## src/hdl/adcc_pkg.sv

```systemverilog
// Package: register map, field layout, reset values and types of the converter control block
// Operation
// - Control bit 7: 1 right, 0 left justify
// - Control bit 6: 1 external reference, 0 supply
// - Control bits 3-2 pick analog input 0..3
// - Control bits 5-4 always read zero
// - Writing go starts conversion; reads 1 meanwhile
// - Hardware clears go when conversion ends
// - Converter off gates its clocking entirely
// - Left: high holds 9:2, low 7-6 holds 1:0
// - Right: high 1-0 holds 9:8, low holds 7:0
// - Result registers are never reset
// - Clock select picks /2../64 or RC oscillator
// - Conversion lasts eleven bit periods
// - Completion clears go, sets done, loads result
// - Abort keeps result; two-period holdoff, then acquire
package adcc_pkg;

  localparam int unsigned ADDR_W = 8;

  // Register byte offsets
  localparam logic [7:0] OFF_CONTROL      = 8'h00;
  localparam logic [7:0] OFF_ANALOG_CLOCK = 8'h04;
  localparam logic [7:0] OFF_RESULT_HIGH  = 8'h08;
  localparam logic [7:0] OFF_RESULT_LOW   = 8'h0C;
  localparam logic [7:0] OFF_IRQ_STATUS   = 8'h10;
  localparam logic [7:0] OFF_IRQ_CLEAR    = 8'h14;
  localparam logic [7:0] OFF_IRQ_ENABLE   = 8'h18;

  // Control register fields
  localparam int unsigned CTL_JUSTIFY_BIT = 7;
  localparam int unsigned CTL_REF_BIT     = 6;
  localparam int unsigned CTL_CHAN_LSB    = 2;
  localparam int unsigned CTL_GO_BIT      = 1;
  localparam int unsigned CTL_ON_BIT      = 0;

  // Analog select and clock register fields
  localparam int unsigned ASC_CLK_LSB = 4;
  localparam int unsigned ASC_PIN_LSB = 0;

  localparam int unsigned IRQ_DONE_BIT = 0;

  // Reset values
  localparam logic [7:0] CONTROL_RESET      = 8'h00;
  localparam logic [7:0] ANALOG_CLOCK_RESET = 8'h0F;

  // Conversion timing in bit periods
  localparam logic [3:0] CONV_BIT_PERIODS  = 4'hB;
  localparam logic [3:0] ABORT_BIT_PERIODS = 4'h2;
  localparam logic [3:0] CONV_LAST         = CONV_BIT_PERIODS - 4'h1;
  localparam logic [3:0] ABORT_LAST        = ABORT_BIT_PERIODS - 4'h1;
  localparam logic [9:0] TRIAL_START       = 10'h200;

  // Divider terminal counts, system clock cycles per bit period minus one
  localparam logic [5:0] DIV2_LAST  = 6'h01;
  localparam logic [5:0] DIV4_LAST  = 6'h03;
  localparam logic [5:0] DIV8_LAST  = 6'h07;
  localparam logic [5:0] DIV16_LAST = 6'h0F;
  localparam logic [5:0] DIV32_LAST = 6'h1F;
  localparam logic [5:0] DIV64_LAST = 6'h3F;
  localparam logic [1:0] CLK_SEL_RC = 2'h3;

  localparam logic [1:0] RESP_OKAY   = 2'h0;
  localparam logic [1:0] RESP_SLVERR = 2'h2;

  typedef enum logic [2:0] {
    ADCC_IDLE = 3'b001,
    ADCC_CONV = 3'b010,
    ADCC_HOLD = 3'b100
  } adcc_state_e;

  typedef struct packed {
    logic       result_justify;
    logic       reference_select;
    logic [1:0] channel_select;
    logic       converter_on;
  } adcc_ctrl_s;

  typedef struct packed {
    logic       converter_on;
    logic       sample_hold;
    logic       reference_select;
    logic [1:0] channel_select;
    logic [9:0] trial_code;
  } adcc_afe_s;

endpackage

```

## src/hdl/adcc_bit_period.sv

```systemverilog
// Bit period tick generator: divided system clock or synchronised RC oscillator
`timescale 1ns/1ps
`default_nettype none
module adcc_bit_period (
  input  wire logic       aclk,
  input  wire logic       aresetn,
  input  wire logic       run,
  input  wire logic [2:0] conv_clock_select,
  input  wire logic       rc_osc_pin,
  output logic            bit_tick
);
  import adcc_pkg::*;

  logic [5:0] div_cnt_ff;
  logic       rc_meta_ff;
  logic       rc_sync_ff;
  logic       rc_last_ff;
  logic       tick_ff;
  logic       use_rc;
  logic [5:0] div_end;

  function automatic logic [5:0] div_last(input logic [2:0] sel);
    case (sel)
      3'b000:  div_last = DIV2_LAST;
      3'b100:  div_last = DIV4_LAST;
      3'b001:  div_last = DIV8_LAST;
      3'b101:  div_last = DIV16_LAST;
      3'b010:  div_last = DIV32_LAST;
      3'b110:  div_last = DIV64_LAST;
      default: div_last = DIV2_LAST;
    endcase
  endfunction

  assign use_rc   = (conv_clock_select[1:0] == CLK_SEL_RC);
  assign div_end  = div_last(conv_clock_select);
  assign bit_tick = tick_ff;

  // Oscillator pin comes from another clock: two stages before use
  always_ff @(posedge aclk) begin
    if (!aresetn) begin
      rc_meta_ff <= 1'b0;
      rc_sync_ff <= 1'b0;
      rc_last_ff <= 1'b0;
    end else begin
      rc_meta_ff <= rc_osc_pin;
      rc_sync_ff <= rc_meta_ff;
      rc_last_ff <= rc_sync_ff;
    end
  end

  always_ff @(posedge aclk) begin
    if (!aresetn || !run) begin
      div_cnt_ff <= 6'h00;
      tick_ff    <= 1'b0;
    end else if (use_rc) begin
      div_cnt_ff <= 6'h00;
      tick_ff    <= rc_sync_ff && !rc_last_ff;
    end else if (div_cnt_ff >= div_end) begin
      div_cnt_ff <= 6'h00;
      tick_ff    <= 1'b1;
    end else begin
      div_cnt_ff <= div_cnt_ff + 6'h01;
      tick_ff    <= 1'b0;
    end
  end
endmodule
`default_nettype wire

```

## src/hdl/adcc_core.sv

```systemverilog
// Converter control top: AXI4-Lite registers, SAR sequencing, result format, done interrupt
`timescale 1ns/1ps
`default_nettype none
module adcc_core (
  input  wire logic                      aclk,
  input  wire logic                      aresetn,
  input  wire logic [adcc_pkg::ADDR_W-1:0] awaddr,
  input  wire logic                      awvalid,
  output logic                           awready,
  input  wire logic [31:0]               wdata,
  input  wire logic [3:0]                wstrb,
  input  wire logic                      wvalid,
  output logic                           wready,
  output logic [1:0]                     bresp,
  output logic                           bvalid,
  input  wire logic                      bready,
  input  wire logic [adcc_pkg::ADDR_W-1:0] araddr,
  input  wire logic                      arvalid,
  output logic                           arready,
  output logic [31:0]                    rdata,
  output logic [1:0]                     rresp,
  output logic                           rvalid,
  input  wire logic                      rready,
  input  wire logic                      comp_above_pin,
  input  wire logic                      rc_osc_pin,
  output adcc_pkg::adcc_afe_s            afe,
  output logic [3:0]                     pin_analog_select,
  output logic                           irq
);
  import adcc_pkg::*;

  ////////////////////////////////////////////////////////////////////////////
  // Declarations

  logic              awready_ff;
  logic              wready_ff;
  logic              bvalid_ff;
  logic [1:0]        bresp_ff;
  logic              arready_ff;
  logic              rvalid_ff;
  logic [31:0]       rdata_ff;
  logic [1:0]        rresp_ff;
  logic              aw_held_ff;
  logic              w_held_ff;
  logic [ADDR_W-1:0] aw_addr_ff;
  logic [7:0]        w_byte_ff;
  logic              w_lane0_ff;
  logic              aw_hs;
  logic              w_hs;
  logic              ar_hs;
  logic              wr_fire;
  logic              wr_en;
  logic              nxt_aw_held;
  logic              nxt_w_held;
  logic              nxt_bvalid;
  logic              ctl_wr;

  adcc_ctrl_s        ctrl_ff;
  logic [2:0]        clk_sel_ff;
  logic [3:0]        pin_sel_ff;
  logic [7:0]        res_hi_ff;
  logic [7:0]        res_lo_ff;
  logic              done_ff;
  logic              done_en_ff;
  logic              irq_ff;
  adcc_afe_s         afe_ff;

  adcc_state_e       state_ff;
  logic [3:0]        cnt_ff;
  logic [9:0]        trial_ff;
  logic [9:0]        nxt_trial;
  logic [3:0]        bit_idx;
  logic              done_pulse_ff;
  logic              conv_finish;
  logic              bit_tick;
  logic              comp_meta_ff;
  logic              comp_sync_ff;
  logic [7:0]        ctrl_word;

  // Helpers read only by assertions
  logic              rd_ctrl_ff;
  logic              rd_conv_ff;
  logic [3:0]        tick_seen_ff;

  function automatic logic hits(input logic [ADDR_W-1:0] a, input logic [7:0] off);
    hits = (a[ADDR_W-1:2] == off[ADDR_W-1:2]);
  endfunction

  function automatic logic mapped(input logic [ADDR_W-1:0] a);
    mapped = hits(a, OFF_CONTROL) || hits(a, OFF_ANALOG_CLOCK) || hits(a, OFF_RESULT_HIGH) ||
             hits(a, OFF_RESULT_LOW) || hits(a, OFF_IRQ_STATUS) || hits(a, OFF_IRQ_CLEAR) ||
             hits(a, OFF_IRQ_ENABLE);
  endfunction

  assign awready           = awready_ff;
  assign wready            = wready_ff;
  assign bvalid            = bvalid_ff;
  assign bresp             = bresp_ff;
  assign arready           = arready_ff;
  assign rvalid            = rvalid_ff;
  assign rdata             = rdata_ff;
  assign rresp             = rresp_ff;
  assign afe               = afe_ff;
  assign pin_analog_select = pin_sel_ff;
  assign irq               = irq_ff;

  ////////////////////////////////////////////////////////////////////////////
  // AXI4-Lite write channel: address and data taken in either order

  assign aw_hs       = awvalid && awready_ff;
  assign w_hs        = wvalid && wready_ff;
  assign wr_fire     = aw_held_ff && w_held_ff && !bvalid_ff;
  assign wr_en       = wr_fire && w_lane0_ff && mapped(aw_addr_ff);
  assign nxt_aw_held = (aw_held_ff || aw_hs) && !wr_fire;
  assign nxt_w_held  = (w_held_ff || w_hs) && !wr_fire;
  assign nxt_bvalid  = wr_fire || (bvalid_ff && !bready);
  assign ctl_wr      = wr_en && hits(aw_addr_ff, OFF_CONTROL);

  always_ff @(posedge aclk) begin
    if (!aresetn) begin
      aw_held_ff <= 1'b0;
      w_held_ff  <= 1'b0;
      awready_ff <= 1'b0;
      wready_ff  <= 1'b0;
      bvalid_ff  <= 1'b0;
      bresp_ff   <= RESP_OKAY;
      aw_addr_ff <= '0;
      w_byte_ff  <= 8'h00;
      w_lane0_ff <= 1'b0;
    end else begin
      aw_held_ff <= nxt_aw_held;
      w_held_ff  <= nxt_w_held;
      awready_ff <= !nxt_aw_held && !nxt_bvalid;
      wready_ff  <= !nxt_w_held && !nxt_bvalid;
      bvalid_ff  <= nxt_bvalid;
      if (aw_hs) begin
        aw_addr_ff <= awaddr;
      end
      if (w_hs) begin
        w_byte_ff  <= wdata[7:0];
        w_lane0_ff <= wstrb[0];
      end
      if (wr_fire) begin
        bresp_ff <= mapped(aw_addr_ff) ? RESP_OKAY : RESP_SLVERR;
      end
    end
  end

  ////////////////////////////////////////////////////////////////////////////
  // AXI4-Lite read channel: answer one cycle after the address is taken

  assign ar_hs = arvalid && arready_ff;

  assign ctrl_word = {ctrl_ff.result_justify, ctrl_ff.reference_select, 2'h0,
                      ctrl_ff.channel_select, state_ff == ADCC_CONV, ctrl_ff.converter_on};

  always_ff @(posedge aclk) begin
    if (!aresetn) begin
      arready_ff <= 1'b0;
      rvalid_ff  <= 1'b0;
      rdata_ff   <= 32'h0000_0000;
      rresp_ff   <= RESP_OKAY;
    end else if (ar_hs) begin
      arready_ff <= 1'b0;
      rvalid_ff  <= 1'b1;
      rresp_ff   <= mapped(araddr) ? RESP_OKAY : RESP_SLVERR;
      if (hits(araddr, OFF_CONTROL)) begin
        rdata_ff <= {24'h00_0000, ctrl_word};
      end else if (hits(araddr, OFF_ANALOG_CLOCK)) begin
        rdata_ff <= {24'h00_0000, 1'b0, clk_sel_ff, pin_sel_ff};
      end else if (hits(araddr, OFF_RESULT_HIGH)) begin
        rdata_ff <= {24'h00_0000, res_hi_ff};
      end else if (hits(araddr, OFF_RESULT_LOW)) begin
        rdata_ff <= {24'h00_0000, res_lo_ff};
      end else if (hits(araddr, OFF_IRQ_STATUS)) begin
        rdata_ff <= {31'h0000_0000, done_ff};
      end else if (hits(araddr, OFF_IRQ_ENABLE)) begin
        rdata_ff <= {31'h0000_0000, done_en_ff};
      end else begin
        rdata_ff <= 32'h0000_0000;
      end
    end else if (rvalid_ff && rready) begin
      rvalid_ff  <= 1'b0;
      arready_ff <= 1'b1;
    end else if (!rvalid_ff) begin
      arready_ff <= 1'b1;
    end
  end

  ////////////////////////////////////////////////////////////////////////////
  // Configuration registers

  always_ff @(posedge aclk) begin
    if (!aresetn) begin
      ctrl_ff    <= '{result_justify:   CONTROL_RESET[CTL_JUSTIFY_BIT],
                      reference_select: CONTROL_RESET[CTL_REF_BIT],
                      channel_select:   CONTROL_RESET[CTL_CHAN_LSB +: 2],
                      converter_on:     CONTROL_RESET[CTL_ON_BIT]};
      clk_sel_ff <= ANALOG_CLOCK_RESET[ASC_CLK_LSB +: 3];
      pin_sel_ff <= ANALOG_CLOCK_RESET[ASC_PIN_LSB +: 4];
    end else if (wr_en) begin
      if (ctl_wr) begin
        ctrl_ff.result_justify   <= w_byte_ff[CTL_JUSTIFY_BIT];
        ctrl_ff.reference_select <= w_byte_ff[CTL_REF_BIT];
        ctrl_ff.channel_select   <= w_byte_ff[CTL_CHAN_LSB +: 2];
        ctrl_ff.converter_on     <= w_byte_ff[CTL_ON_BIT];
      end
      if (hits(aw_addr_ff, OFF_ANALOG_CLOCK)) begin
        clk_sel_ff <= w_byte_ff[ASC_CLK_LSB +: 3];
        pin_sel_ff <= w_byte_ff[ASC_PIN_LSB +: 4];
      end
    end
  end

  ////////////////////////////////////////////////////////////////////////////
  // Conversion sequencing

  always_ff @(posedge aclk) begin
    if (!aresetn) begin
      comp_meta_ff <= 1'b0;
      comp_sync_ff <= 1'b0;
    end else begin
      comp_meta_ff <= comp_above_pin;
      comp_sync_ff <= comp_meta_ff;
    end
  end

  adcc_bit_period u_bit_period (
    .aclk              (aclk),
    .aresetn           (aresetn),
    .run               (ctrl_ff.converter_on && state_ff != ADCC_IDLE),
    .conv_clock_select (clk_sel_ff),
    .rc_osc_pin        (rc_osc_pin),
    .bit_tick          (bit_tick)
  );

  assign bit_idx = CONV_LAST - cnt_ff;

  always_comb begin
    nxt_trial = trial_ff;
    if (cnt_ff != 4'h0) begin
      nxt_trial[bit_idx] = comp_sync_ff;
      if (bit_idx != 4'h0) begin
        nxt_trial[bit_idx - 4'h1] = 1'b1;
      end
    end
  end

  assign conv_finish = (state_ff == ADCC_CONV) && bit_tick && (cnt_ff == CONV_LAST) &&
                       !(ctl_wr && (!w_byte_ff[CTL_GO_BIT] || !w_byte_ff[CTL_ON_BIT]));

  always_ff @(posedge aclk) begin
    if (!aresetn) begin
      state_ff      <= ADCC_IDLE;
      cnt_ff        <= 4'h0;
      trial_ff      <= 10'h000;
      done_pulse_ff <= 1'b0;
    end else begin
      done_pulse_ff <= conv_finish;
      if (ctl_wr && !w_byte_ff[CTL_ON_BIT]) begin
        state_ff <= ADCC_IDLE;
        cnt_ff   <= 4'h0;
      end else begin
        case (state_ff)
          ADCC_IDLE: begin
            if (ctl_wr && w_byte_ff[CTL_GO_BIT] && ctrl_ff.converter_on) begin
              state_ff <= ADCC_CONV;
              cnt_ff   <= 4'h0;
              trial_ff <= TRIAL_START;
            end
          end
          ADCC_CONV: begin
            if (ctl_wr && !w_byte_ff[CTL_GO_BIT]) begin
              state_ff <= ADCC_HOLD;
              cnt_ff   <= 4'h0;
            end else if (bit_tick) begin
              trial_ff <= nxt_trial;
              if (conv_finish) begin
                state_ff <= ADCC_IDLE;
                cnt_ff   <= 4'h0;
              end else begin
                cnt_ff <= cnt_ff + 4'h1;
              end
            end
          end
          ADCC_HOLD: begin
            if (bit_tick) begin
              if (cnt_ff == ABORT_LAST) begin
                state_ff <= ADCC_IDLE;
                cnt_ff   <= 4'h0;
              end else begin
                cnt_ff <= cnt_ff + 4'h1;
              end
            end
          end
          default: begin
            state_ff <= ADCC_IDLE;
            cnt_ff   <= 4'h0;
          end
        endcase
      end
    end
  end

  always_ff @(posedge aclk) begin
    if (!aresetn) begin
      afe_ff <= '0;
    end else begin
      afe_ff.converter_on     <= ctrl_ff.converter_on;
      afe_ff.sample_hold      <= ctrl_ff.converter_on && state_ff == ADCC_IDLE;
      afe_ff.reference_select <= ctrl_ff.reference_select;
      afe_ff.channel_select   <= ctrl_ff.channel_select;
      afe_ff.trial_code       <= trial_ff;
    end
  end

  ////////////////////////////////////////////////////////////////////////////
  // Result pair: deliberately no reset, contents survive every reset

  always_ff @(posedge aclk) begin
    if (conv_finish) begin
      if (ctrl_ff.result_justify) begin
        res_hi_ff <= {6'h00, nxt_trial[9:8]};
        res_lo_ff <= nxt_trial[7:0];
      end else begin
        res_hi_ff <= nxt_trial[9:2];
        res_lo_ff <= {nxt_trial[1:0], 6'h00};
      end
    end else if (wr_en) begin
      if (hits(aw_addr_ff, OFF_RESULT_HIGH)) begin
        res_hi_ff <= w_byte_ff;
      end
      if (hits(aw_addr_ff, OFF_RESULT_LOW)) begin
        res_lo_ff <= w_byte_ff;
      end
    end
  end

  ////////////////////////////////////////////////////////////////////////////
  // Done interrupt: sticky status, write-one clear, enable

  always_ff @(posedge aclk) begin
    if (!aresetn) begin
      done_ff    <= 1'b0;
      done_en_ff <= 1'b0;
      irq_ff     <= 1'b0;
    end else begin
      done_ff <= conv_finish ||
                 (done_ff && !(wr_en && hits(aw_addr_ff, OFF_IRQ_CLEAR) && w_byte_ff[IRQ_DONE_BIT]));
      if (wr_en && hits(aw_addr_ff, OFF_IRQ_ENABLE)) begin
        done_en_ff <= w_byte_ff[IRQ_DONE_BIT];
      end
      irq_ff <= done_ff && done_en_ff;
    end
  end

  ////////////////////////////////////////////////////////////////////////////
  // Checks

  always_ff @(posedge aclk) begin
    if (!aresetn) begin
      rd_ctrl_ff   <= 1'b0;
      rd_conv_ff   <= 1'b0;
      tick_seen_ff <= 4'h0;
    end else begin
      if (ar_hs) begin
        rd_ctrl_ff <= hits(araddr, OFF_CONTROL);
        rd_conv_ff <= state_ff == ADCC_CONV;
      end
      if (state_ff == ADCC_IDLE) begin
        tick_seen_ff <= 4'h0;
      end else if (state_ff == ADCC_CONV && bit_tick) begin
        tick_seen_ff <= tick_seen_ff + 4'h1;
      end
    end
  end
endmodule
`default_nettype wire

```

## config.mk

```make
export PLATFORM = sky130hd
export DESIGN_NAME = adcc_core
export DESIGN_NICKNAME = d
export VERILOG_FILES = /design/src/hdl/adcc_pkg.sv /design/src/hdl/adcc_bit_period.sv /design/src/hdl/adcc_core.sv
export SDC_FILE = /design/constraint.sdc
export NUM_CORES = 1
export LEC_CHECK = 0
export ABC_AREA = 1
export ABC_CLOCK_PERIOD_IN_PS = 2970
export BUFFER_PORTS_ARGS = -buffer_cell sky130_fd_sc_hd__buf_2
export CORE_MARGIN = 2
export CORE_UTILIZATION = 40
export DETAILED_ROUTE_END_ITERATION = 6
export GPL_ROUTABILITY_DRIVEN = 0
export GPL_TIMING_DRIVEN = 0
export HOLD_SLACK_MARGIN = 0.08
export SLEW_MARGIN = 20
export SYNTH_ARGS = -nofsm -noshare
export SYNTH_HDL_FRONTEND = slang
export SYNTH_SLANG_ARGS = --single-unit
```

## constraint.sdc

```tcl
create_clock -name aclk -period 2.97 [get_ports aclk]
set_clock_uncertainty 0.15 [all_clocks]
set_input_delay 0.594 -clock aclk [delete_from_list [all_inputs] [get_ports aclk]]
set_output_delay 0.594 -clock aclk [all_outputs]
set_load 0.02 [all_outputs]
```

==> impl_metrics.tcl, run 1 <==
set metrics [dict create \
    pwr_density_cell_nw_per_um2 468.5 \
    dp_hpwl_mm 10.46 \
    ys_types 45 \
    clk_latency_ps 350 \
    max-vdd-ir-drop_mv 0.2269 \
    end_kind "flop" \
    netlist.area_leader.share 0.3419 \
    finalSetupTns_ps 0 \
    fp-row-count 42 \
    top_usage_layer "met2" \
    postSynthCellCount 725 \
    ys.flop_type "dfxtp_1" \
    pre_cts_slack_ps 531.8 \
    p_leak_nw 2.961 \
    wl_mm 13.34 \
    nNetsFinal 901 \
    cp-start-kind "flop" \
    netlist_top_cells_count "186 x nand2_1, 91 x dfxtp_1, 84 x inv_1, 57 x nor2_1, 55 x nand3_1" \
    synth_edf_count 16 \
    io_pins 122 \
    yosysSeqAreaShare 0.4321 \
    initial_core_util 0.4055 \
    met3_usage 0.02730 \
    ys_ff_latch 107 \
    postSynth.asyncResetShare 0 \
    max_slew_margin 0.4530 \
    avgSynthCellArea_sq_um 7.348 \
    syn_area_sq_um 5328 \
    io_buffers 63 \
    vias 4821 \
    synthTopCellsByArea "dfxtp_1 34%, nand2_1 13%, edfxtp_1 9.0%, inv_1 5.9%, nand3_1 5.2%" \
    status "complete, no violations" \
    cts_sinks 107 \
    gr-total-overflow 0 \
    criticalPathCategory "flop to flop" \
    postRouteAntennaNets 0 \
    cts_max_path_buffers 2 \
    post-cts-setup-buffers 0 \
    synth_most_common_cell "nand2_1" \
    grt_pass1_wl_mm 21.29 \
    cts_made_buffers 9 \
    setup_ws_ps 530.5 \
    required_ps 2800 \
    setup-violations-final 0 \
    n_antenna_cell 0 \
    drive_gt1_frac 0.1532 \
    hold_path.class "flop to flop" \
    syn2layout_area_growth_pct 17.00 \
    hold_viol 0 \
    maxSlewViolCount 0 \
    antenna_found_initial 0 \
    drc 0 \
    coreArea_sq_um 13140 \
    wl_per_cell_um 13.28 \
    period_needed_ps 2439 \
    crit_fanout 10 \
    vias_per_cell 4.797 \
    met1_usage 0.2417 \
    cp.arrival_ps 2270 \
    yosysTopAreaCell "dfxtp_1" \
    rsz0062_at_grt "no" \
    globalRouteTotalUtil 0.1891 \
    h-tree-depth 3 \
    min_path_cells 2 \
    dieHeight_um 119.4 \
    cap_violations 0 \
    drtIter0Drc 377 \
    min_period_over_period 0.8214 \
    dr.pass1.iters 5 \
    worstMarginPinSlew_ps 815.0 \
    clock.fmax_ghz 0.4099 \
    met2_usage 0.3211 \
    cts_tree "yes" \
    dieArea_sq_um 14260 \
    clk_pin_slew_ps 70 \
    cts_resized 0 \
    dieWidth_um 119.4 \
    reg2reg_depth 7 \
    grt_pass1_vias 4417 \
    ys_warn_count 0 \
    ctsHoldBuffers 0 \
    grt_max_degree 17 \
    root_buffer "clkbuf_16" \
]
worst max-delay path, stage by stage (launching register included):
cell and delay [ps]:
dfxtp_1 370, inv_2 160, ha_1 190, nand3_1 100, nor3_1 230, nand2_2 180
buf_2 230, o21ai_1 460
logic make-up (layout without fill, tap and decap cells):
family	after synthesis	after routing	synth area share
flops	107	107	0.4321
compound gates	114	114	0.1198
mux	1	1	0.001879
fa+ha+maj	16	16	0.03758
simple gates	351	351	0.2912
other cells	1	26	0.0007039
xor+xnor	3	3	0.004933
buf+inv	132	211	0.1118
state kept, by name, summed over array words and instances, names as in the netlist, 3 cells and up:
| name | count |
|---|---|
| w_byte_ff | 8 |
| clk_sel_ff | 3 |
| res_hi_ff | 8 |
| cnt_ff | 4 |
| afe | 15 |
| ctrl_ff | 5 |
| u_bit_period.div_cnt_ff | 6 |
| state_ff | 3 |
| pin_analog_select | 4 |
| trial_ff | 10 |
| rdata | 8 |
| aw_addr_ff | 6 |
| res_lo_ff | 8 |
power breakdown:
part           internal, mW  leakage (nW)  switching (mW)  total, mW
clock                 0.619         0.134           0.528       1.15
sequential             1.50         0.888          0.0248       1.53
combinational        0.0857          1.94           0.163      0.248
final cells by class:
| type | instances | area, sq um |
|---|---|---|
| flip-flops and latches | 107 | 2302 |
| clock inverters | 1 | 8.758 |
| plain buffers | 40 | 250.2 |
| inverters | 92 | 345.3 |
| repair buffers | 63 | 315.3 |
| multi-input cells | 511 | 2524 |
| well taps | 176 | 220.2 |
| clock buffers | 15 | 267.8 |
| fillers | 1363 | 6904 |
placed cells by master, fill, tap and decap left out, types with 2 or more instances in the layout:
cell and count:
nor2_1 57, o21ai_1 7, clkbuf_16 9, nor2_4 4, inv_1 84, edfxtp_1 16, ha_1 16, o21ai_0 39
clkinv_1 3, xor2_1 2, a21oi_1 46, o211ai_1 8, buf_2 65, nand4_1 13, a31oi_1 4, buf_4 26
a41oi_1 2, conb_1 26, nand3_2 4, inv_2 5, nand2_1 186, nand3_1 55, nor2_2 5, dfxtp_1 91
clkbuf_1 15, clkbuf_8 2, nand2_2 2, nand3b_1 3, a211oi_1 2, nor3_1 14
metrics by stage:
step	area [sq um]	std cells	total power [mW]	util	hold WS, ps
detailed placement	5957	989	1.806	0.4534	257.0
CTS	6233	1005	2.939	0.4745	267.2
global route	6233	1005	3.020	0.4745	288.7
global placement	5957	989	1.802	0.4534	248.0
floorplan	5421	750	1.731	-	240.5
finish	6233	1005	2.920	0.4745	266.8
worst paths after layout:
path	startpoint	end	slack (ps)
setup reg to reg	cnt_ff[0]	res_lo_ff[6]	530
hold / removal	u_bit_period.rc_meta_ff	u_bit_period.rc_sync_ff	270
setup / recovery	cnt_ff[0]	res_lo_ff[6]	530
hold reg to reg	u_bit_period.rc_meta_ff	u_bit_period.rc_sync_ff	270
routing by layer:
layer,up-vias,part of all wire
li1,2516,-
met3,20,0.041
met4,0,0.022
met2,106,0.48
met5,-,0
met1,2179,0.46
(Power assumes the default switching activity.)
==> run 2, diff against run 1 <==
Settings changed: ABC_CLOCK_PERIOD_IN_PS 2970 to 2000.
Clock period 2.97 ns to 2 ns, I/O delays scaled along.
==> impl_metrics.tcl, run 2 (synthesized netlist as in run 1, its figures left out) <==
set metrics [dict create \
    cp-start-kind "flop" \
    final_cell_mix "150 x nand2_1, 83 x dfxtp_1, 76 x inv_1" \
    min_path_cells 3 \
    wl_mm 15.24 \
    cp.arrival_ps 2010 \
    clock.fmax_ghz 0.4892 \
    dp_hpwl_mm 10.42 \
    rsz0062_at_grt "yes" \
    r2r_setup_slack_ps -40 \
    holdPathEnd "aw_addr_ff[2]" \
    worstMarginPinSlew_ps 643.6 \
    setup_ws_ps -44.24 \
    placed_cells 989 \
    largest_register_ffs 15 \
    cp.buffers_inverters 2 \
    instances_no_fill 1036 \
    p_leak_nw 3.276 \
    vias 5282 \
    globalRouteTotalUtil 0.2022 \
    dieWidth_um 119.4 \
    max-vdd-ir-drop_mv 0.3270 \
    total_power_mw 4.440 \
    max_slew_margin 0.5709 \
    path_cells "inv_4 > ha_4 > inv_6 > nand2_4 > nand2_2 > nand2_4 > nand2_2 > nand2_2 > nand2_2 > nor2_1 > o21ai_1 > nand2_2 > nand2_2 > nand2_1" \
    wl_per_cell_um 14.71 \
    io_pins 122 \
    cts_sinks 107 \
    worst_r2r_endpoint "res_lo_ff[4]" \
    drc 0 \
    maxSlewViolCount 0 \
    root_buffer "clkbuf_16" \
    required_ps 1970 \
    rr_startpoint "cnt_ff[1]" \
    clk_pin_slew_ps 70 \
    dr.pass1.iters 5 \
    criticalPathCategory "flop to flop" \
    min_period_over_period 1.022 \
    antenna_found_initial 0 \
    initial_core_util 0.4055 \
    fin_util 0.5439 \
    grt_pass1_vias 4792 \
    status "complete, but fails checks" \
    drive_gt1_frac 0.3058 \
    crit_top_cell "nand2_2" \
    crit_family "simple AND/OR/NAND/NOR gates" \
    cap_violations 0 \
    io_buffers 63 \
    gr-total-overflow 0 \
    cts_tree "yes" \
    cts_max_path_buffers 2 \
    ff_latch_area_sq_um 2322 \
    final_common_cell "nand2_1" \
    hold_path.class "primary input to flop" \
    hold_viol 0 \
    crit_fanout 5 \
    n_antenna_cell 0 \
    postRouteAntennaNets 0 \
    pwr_density_cell_nw_per_um2 621.4 \
    vias_per_cell 5.098 \
    grt_pass1_wl_mm 22.96 \
    end_kind "flop" \
    reg2reg_depth 14 \
    multi_input_area_sq_um 3114 \
    period_needed_ps 2044 \
    grt_max_degree 18 \
    hp-start "awaddr[2]" \
    clk_latency_ps 360 \
    syn2layout_area_growth_pct 34.12 \
    cts_made_buffers 9 \
    setup-violations-final 13 \
    crit_path_top_delay_cell "dfxtp_4" \
    violations "setup timing" \
    dieHeight_um 119.4 \
    critPathMaxStageDelay_ps 410 \
    h-tree-depth 3 \
    fp-row-count 42 \
    coreArea_sq_um 13140 \
    drtIter0Drc 403 \
    fillers 1289 \
    nNetsFinal 932 \
    dieArea_sq_um 14260 \
]
## run 2: cell types whose count changed in the layout (fill, tap and decap cells not counted), moves of 11 or more
| cell | delta |
|---|---|
| buf_4 | +19 |
| nand2_1 | -36 |
| nand2_2 | +24 |
| nand2_4 | +11 |
| nand3_1 | -13 |
| nor2_1 | -11 |
## run 2: worst max-delay path by stage
| stage | from | endpoint | slack, ps | cells after the start |
|---|---|---|---|---|
| after floorplan | cnt_ff[1] | res_lo_ff[2] | 6 | 13 |
| after global placement | cnt_ff[0] | res_hi_ff[5] | -310 | 11 |
| after detailed placement | cnt_ff[0] | res_lo_ff[4] | -340 | 12 |
| after CTS | cnt_ff[1] | res_lo_ff[4] | -9 | 14 |
| after global routing | cnt_ff[1] | res_lo_ff[4] | -140 | 14 |
| final | cnt_ff[1] | res_lo_ff[4] | -40 | 14 |
## run 2: per-stage QoR
step | setup slack, ps | hold slack [ps] | instance area [sq um] | TNS, ps
2_1_floorplan | 5.864 | 240.5 | 5426 | 0
3_3_place_gp | -306.6 | 247.7 | 5962 | -8776
3_5_place_dp | -341.9 | 247.6 | 5962 | -10390
4_1_cts | -9.369 | 153.3 | 6599 | -9.369
5_1_grt | -135.7 | 173.0 | 7146 | -2042
6_report | -44.24 | 151.6 | 7146 | -281.5
## run 2: power breakdown
| group | switching (mW) | leakage (nW) | internal (mW) |
|---|---|---|---|
| clock | 0.804 | 0.144 | 0.971 |
| sequential | 0.0373 | 0.893 | 2.22 |
| combinational | 0.261 | 2.24 | 0.144 |
| total | 1.10 | 3.28 | 3.34 |
## run 2: what timing repair did
action / CTS / global route
setup buffers: 13 / 14
cloned: 2 / 0
setup endpoints to repair: 51 / 58
gates resized for setup: 64 / 113
endpoints found under the hold margin: 2 / 0
pin swaps: 19 / 34
hold buffers: 2 / 0
## run 2: tightest hold or removal path: cells and delay by family
family | cells | cell delay (ps)
and+or+nand+nor | 1 | 80
buffers and inverters | 1 | 70
AOI/OAI and AO/OA | 1 | 70
## run 2: layer usage
| metal | track usage | wire length [um] | part of all wire | vias to the layer above |
|---|---|---|---|---|
| li1 | - | - | - | 2583 |
| met1 | 0.2591 | 6428 | 0.42 | 2457 |
| met2 | 0.3481 | 7469 | 0.49 | 199 |
| met3 | 0.02634 | 871 | 0.057 | 43 |
| met4 | 0.07500 | 469 | 0.031 | 0 |
| met5 | 0 | 0 | 0 | - |
## run 2: cell type report
cell class              instances  area share
repair buffers                 92     0.07950
clock inverters                 5    0.007529
clock buffers                  11     0.03257
plain buffers                  40     0.03642
multi-input cells             513      0.4358
flip-flops and latches        107      0.3250
inverters                      92     0.05236
well taps                     176     0.03082
==> run 3, diff against run 2 <==
--- a/config.mk
+++ b/config.mk
@@ -7,3 +7,2 @@
 export LEC_CHECK = 0
-export ABC_AREA = 1
 export ABC_CLOCK_PERIOD_IN_PS = 2000
--- a/constraint.sdc
+++ b/constraint.sdc
@@ -4,2 +4,2 @@
 set_output_delay 0.4 -clock aclk [all_outputs]
-set_load 0.02 [all_outputs]
+set_load 0.01 [all_outputs]
==> impl_metrics.tcl, run 3 <==
set metrics [dict create \
    end_kind "flop" \
    io_buffers 63 \
    final_common_cell "nand2_1" \
    yosysTopAreaCell "dfxtp_1" \
    grt_max_degree 19 \
    cts_sinks 107 \
    p_leak_nw 2.941 \
    worstMarginPinSlew_ps 750.3 \
    holdWs_ps 106.2 \
    period_needed_ps 2443 \
    grt_pass1_vias 4578 \
    wl_per_cell_um 16.25 \
    h-tree-depth 3 \
    netlist.area_leader.share 0.3502 \
    synth_edf_count 16 \
    ys_warn_count 0 \
    cts_made_buffers 9 \
    dp_hpwl_mm 9.933 \
    initial_core_util 0.4106 \
    io_pins 122 \
    drc 0 \
    postSynth.asyncResetShare 0 \
    ctsHoldBuffers 0 \
    n_antenna_cell 0 \
    status "complete, but fails checks" \
    crit_path_top_delay_cell "or4_4" \
    vias 4917 \
    dr.pass1.iters 5 \
    dieWidth_um 118.0 \
    min_period_over_period 1.222 \
    total_power_mw 4.443 \
    fp-row-count 41 \
    hold_path.class "primary input to flop" \
    rsz0062_at_grt "yes" \
    met2_usage 0.3401 \
    ys.flop_type "dfxtp_1" \
    maxSlewViolCount 0 \
    coreArea_sq_um 12670 \
    avgSynthCellArea_sq_um 8.803 \
    yosysSeqAreaShare 0.4425 \
    setup_ws_ps -443.2 \
    required_ps 1940 \
    root_buffer "clkbuf_16" \
    criticalPathCategory "flop to flop" \
    nNetsFinal 823 \
    final_cell_mix "86 x nand2_1, 76 x dfxtp_1, 71 x buf_4" \
    met1_usage 0.2768 \
    max_slew_margin 0.4959 \
    grt_pass1_wl_mm 23.42 \
    top_usage_layer "met2" \
    synthTopCellsByArea "dfxtp_1 35%, edfxtp_1 9.2%, nand2_1 7.0%, a21oi_1 4.2%, ha_1 3.8%" \
    cts_tree "yes" \
    drtIter0Drc 374 \
    max-vdd-ir-drop_mv 0.4056 \
    dieArea_sq_um 13930 \
    antenna_found_initial 0 \
    postSynthCellCount 591 \
    syn_area_sq_um 5202 \
    clock.fmax_ghz 0.4093 \
    largest_register_ffs 15 \
    ys_types 68 \
    finalSetupTns_ps -11860 \
    clk_latency_ps 350 \
    postRouteAntennaNets 0 \
    pwr_density_cell_nw_per_um2 598.3 \
    clk_pin_slew_ps 70 \
    synth_most_common_cell "nand2_1" \
    dieHeight_um 118.0 \
    gr-total-overflow 0 \
    critPathMaxStageDelay_ps 420 \
    globalRouteTotalUtil 0.2100 \
    cp-start-kind "flop" \
    violations "setup timing" \
    cp.arrival_ps 2380 \
    ys_ff_latch 107 \
    wl_mm 15.00 \
    cts_max_path_buffers 2 \
    drive_gt1_frac 0.3928 \
    cap_violations 0 \
    setup-violations-final 53 \
    met3_usage 0.04264 \
    netlist_top_cells_count "97 x nand2_1, 91 x dfxtp_1, 52 x nor2_1, 44 x a21oi_1, 29 x o21ai_0" \
    path_cells "buf_12 > ha_4 > nor2b_4 > nor3_4 > nor2_4 > buf_6 > or4_4 > o21ai_4 > o211ai_1" \
    vias_per_cell 5.327 \
    crit_fanout 5 \
    syn2layout_area_growth_pct 42.74 \
    hold_viol 0 \
]
-- run 3: changes by cell type after synthesis, sizes merged, moves of 8 or more --
cell,previous run,this run
nand2,189,97
inv,89,14
nand3,59,17
and2,1,21
mux2i,1,15
nor2,66,52
o21ai,46,32
nand4,13,2
buf,29,37
nand2b,1,9
nor2b,0,8
-- run 3: path summary, 6_finish.rpt --
check / start / end / slack [ps] / depth (start not counted)
min: rc_osc_pin / u_bit_period.rc_meta_ff / 110 / 2
min reg2reg: u_bit_period.rc_meta_ff / u_bit_period.rc_sync_ff / 290 / 1
max reg2reg: cnt_ff[1] / res_lo_ff[6] / -440 / 9
max: cnt_ff[1] / res_lo_ff[6] / -440 / 9
-- run 3: cell families after synthesis --
| family | count (synthesis) | synth area share |
|---|---|---|
| fa+ha+maj | 16 | 0.03848 |
| compound gates | 135 | 0.1710 |
| xor+xnor | 6 | 0.01155 |
| flops | 107 | 0.4425 |
| simple gates | 246 | 0.2287 |
| mux | 18 | 0.04185 |
| buf+inv | 62 | 0.06517 |
| other cells | 1 | 0.0007208 |
-- run 3: area by class of cell --
| class | instances | area, sq um |
|---|---|---|
| buffer | 43 | 295.3 |
| clock inverter | 6 | 67.56 |
| sequential | 107 | 2331 |
| fill | 1092 | 5245 |
| timing repair buffer | 124 | 842.1 |
| inverter | 14 | 63.81 |
| tap | 172 | 215.2 |
| clock buffer | 10 | 250.2 |
| multi-input combinational | 447 | 3361 |
-- run 3: per-stage QoR --
step | setup slack [ps] | util | instance area (sq um) | std cells
2_1_floorplan | -229.6 | - | 5498 | 616
3_3_place_gp | -643.6 | 0.4758 | 6028 | 851
3_5_place_dp | -665.3 | 0.4758 | 6028 | 851
4_1_cts | -357.7 | 0.5555 | 7039 | 906
5_1_grt | -517.2 | 0.5861 | 7426 | 923
6_report | -443.2 | 0.5861 | 7426 | 923
-- run 3: power by group --
group	internal (mW)	leakage, nW	switching (mW)	total, mW
combinational	0.138	1.87	0.172	0.310
sequential	2.21	0.908	0.0429	2.25
clock	1.06	0.160	0.824	1.88
total	3.40	2.94	1.04	4.44
-- run 3: critical path, delay by kind of cell (launching register included) --
| family | cells | cell delay (ps) |
|---|---|---|
| and+or+nand+nor | 4 | 1010 |
| adders and majority gates | 1 | 140 |
| AOI/OAI and AO/OA | 2 | 210 |
| DFF | 1 | 370 |
| buffers and inverters | 2 | 280 |
-- run 3: timing repair --
action	4_1_cts	5_1_grt
gates resized for setup	85	63
cloned	1	0
setup buffers	41	21
pin swaps	42	41
endpoints found under the setup margin	64	64
-- run 3: routing by layer --
metal | vias up | share of wire | wire length (um)
met3 | 32 | 0.078 | 1163
met4 | 0 | 0.026 | 388
met1 | 2312 | 0.43 | 6492
met2 | 217 | 0.46 | 6958
li1 | 2356 | - | -
met5 | - | 0 | 0
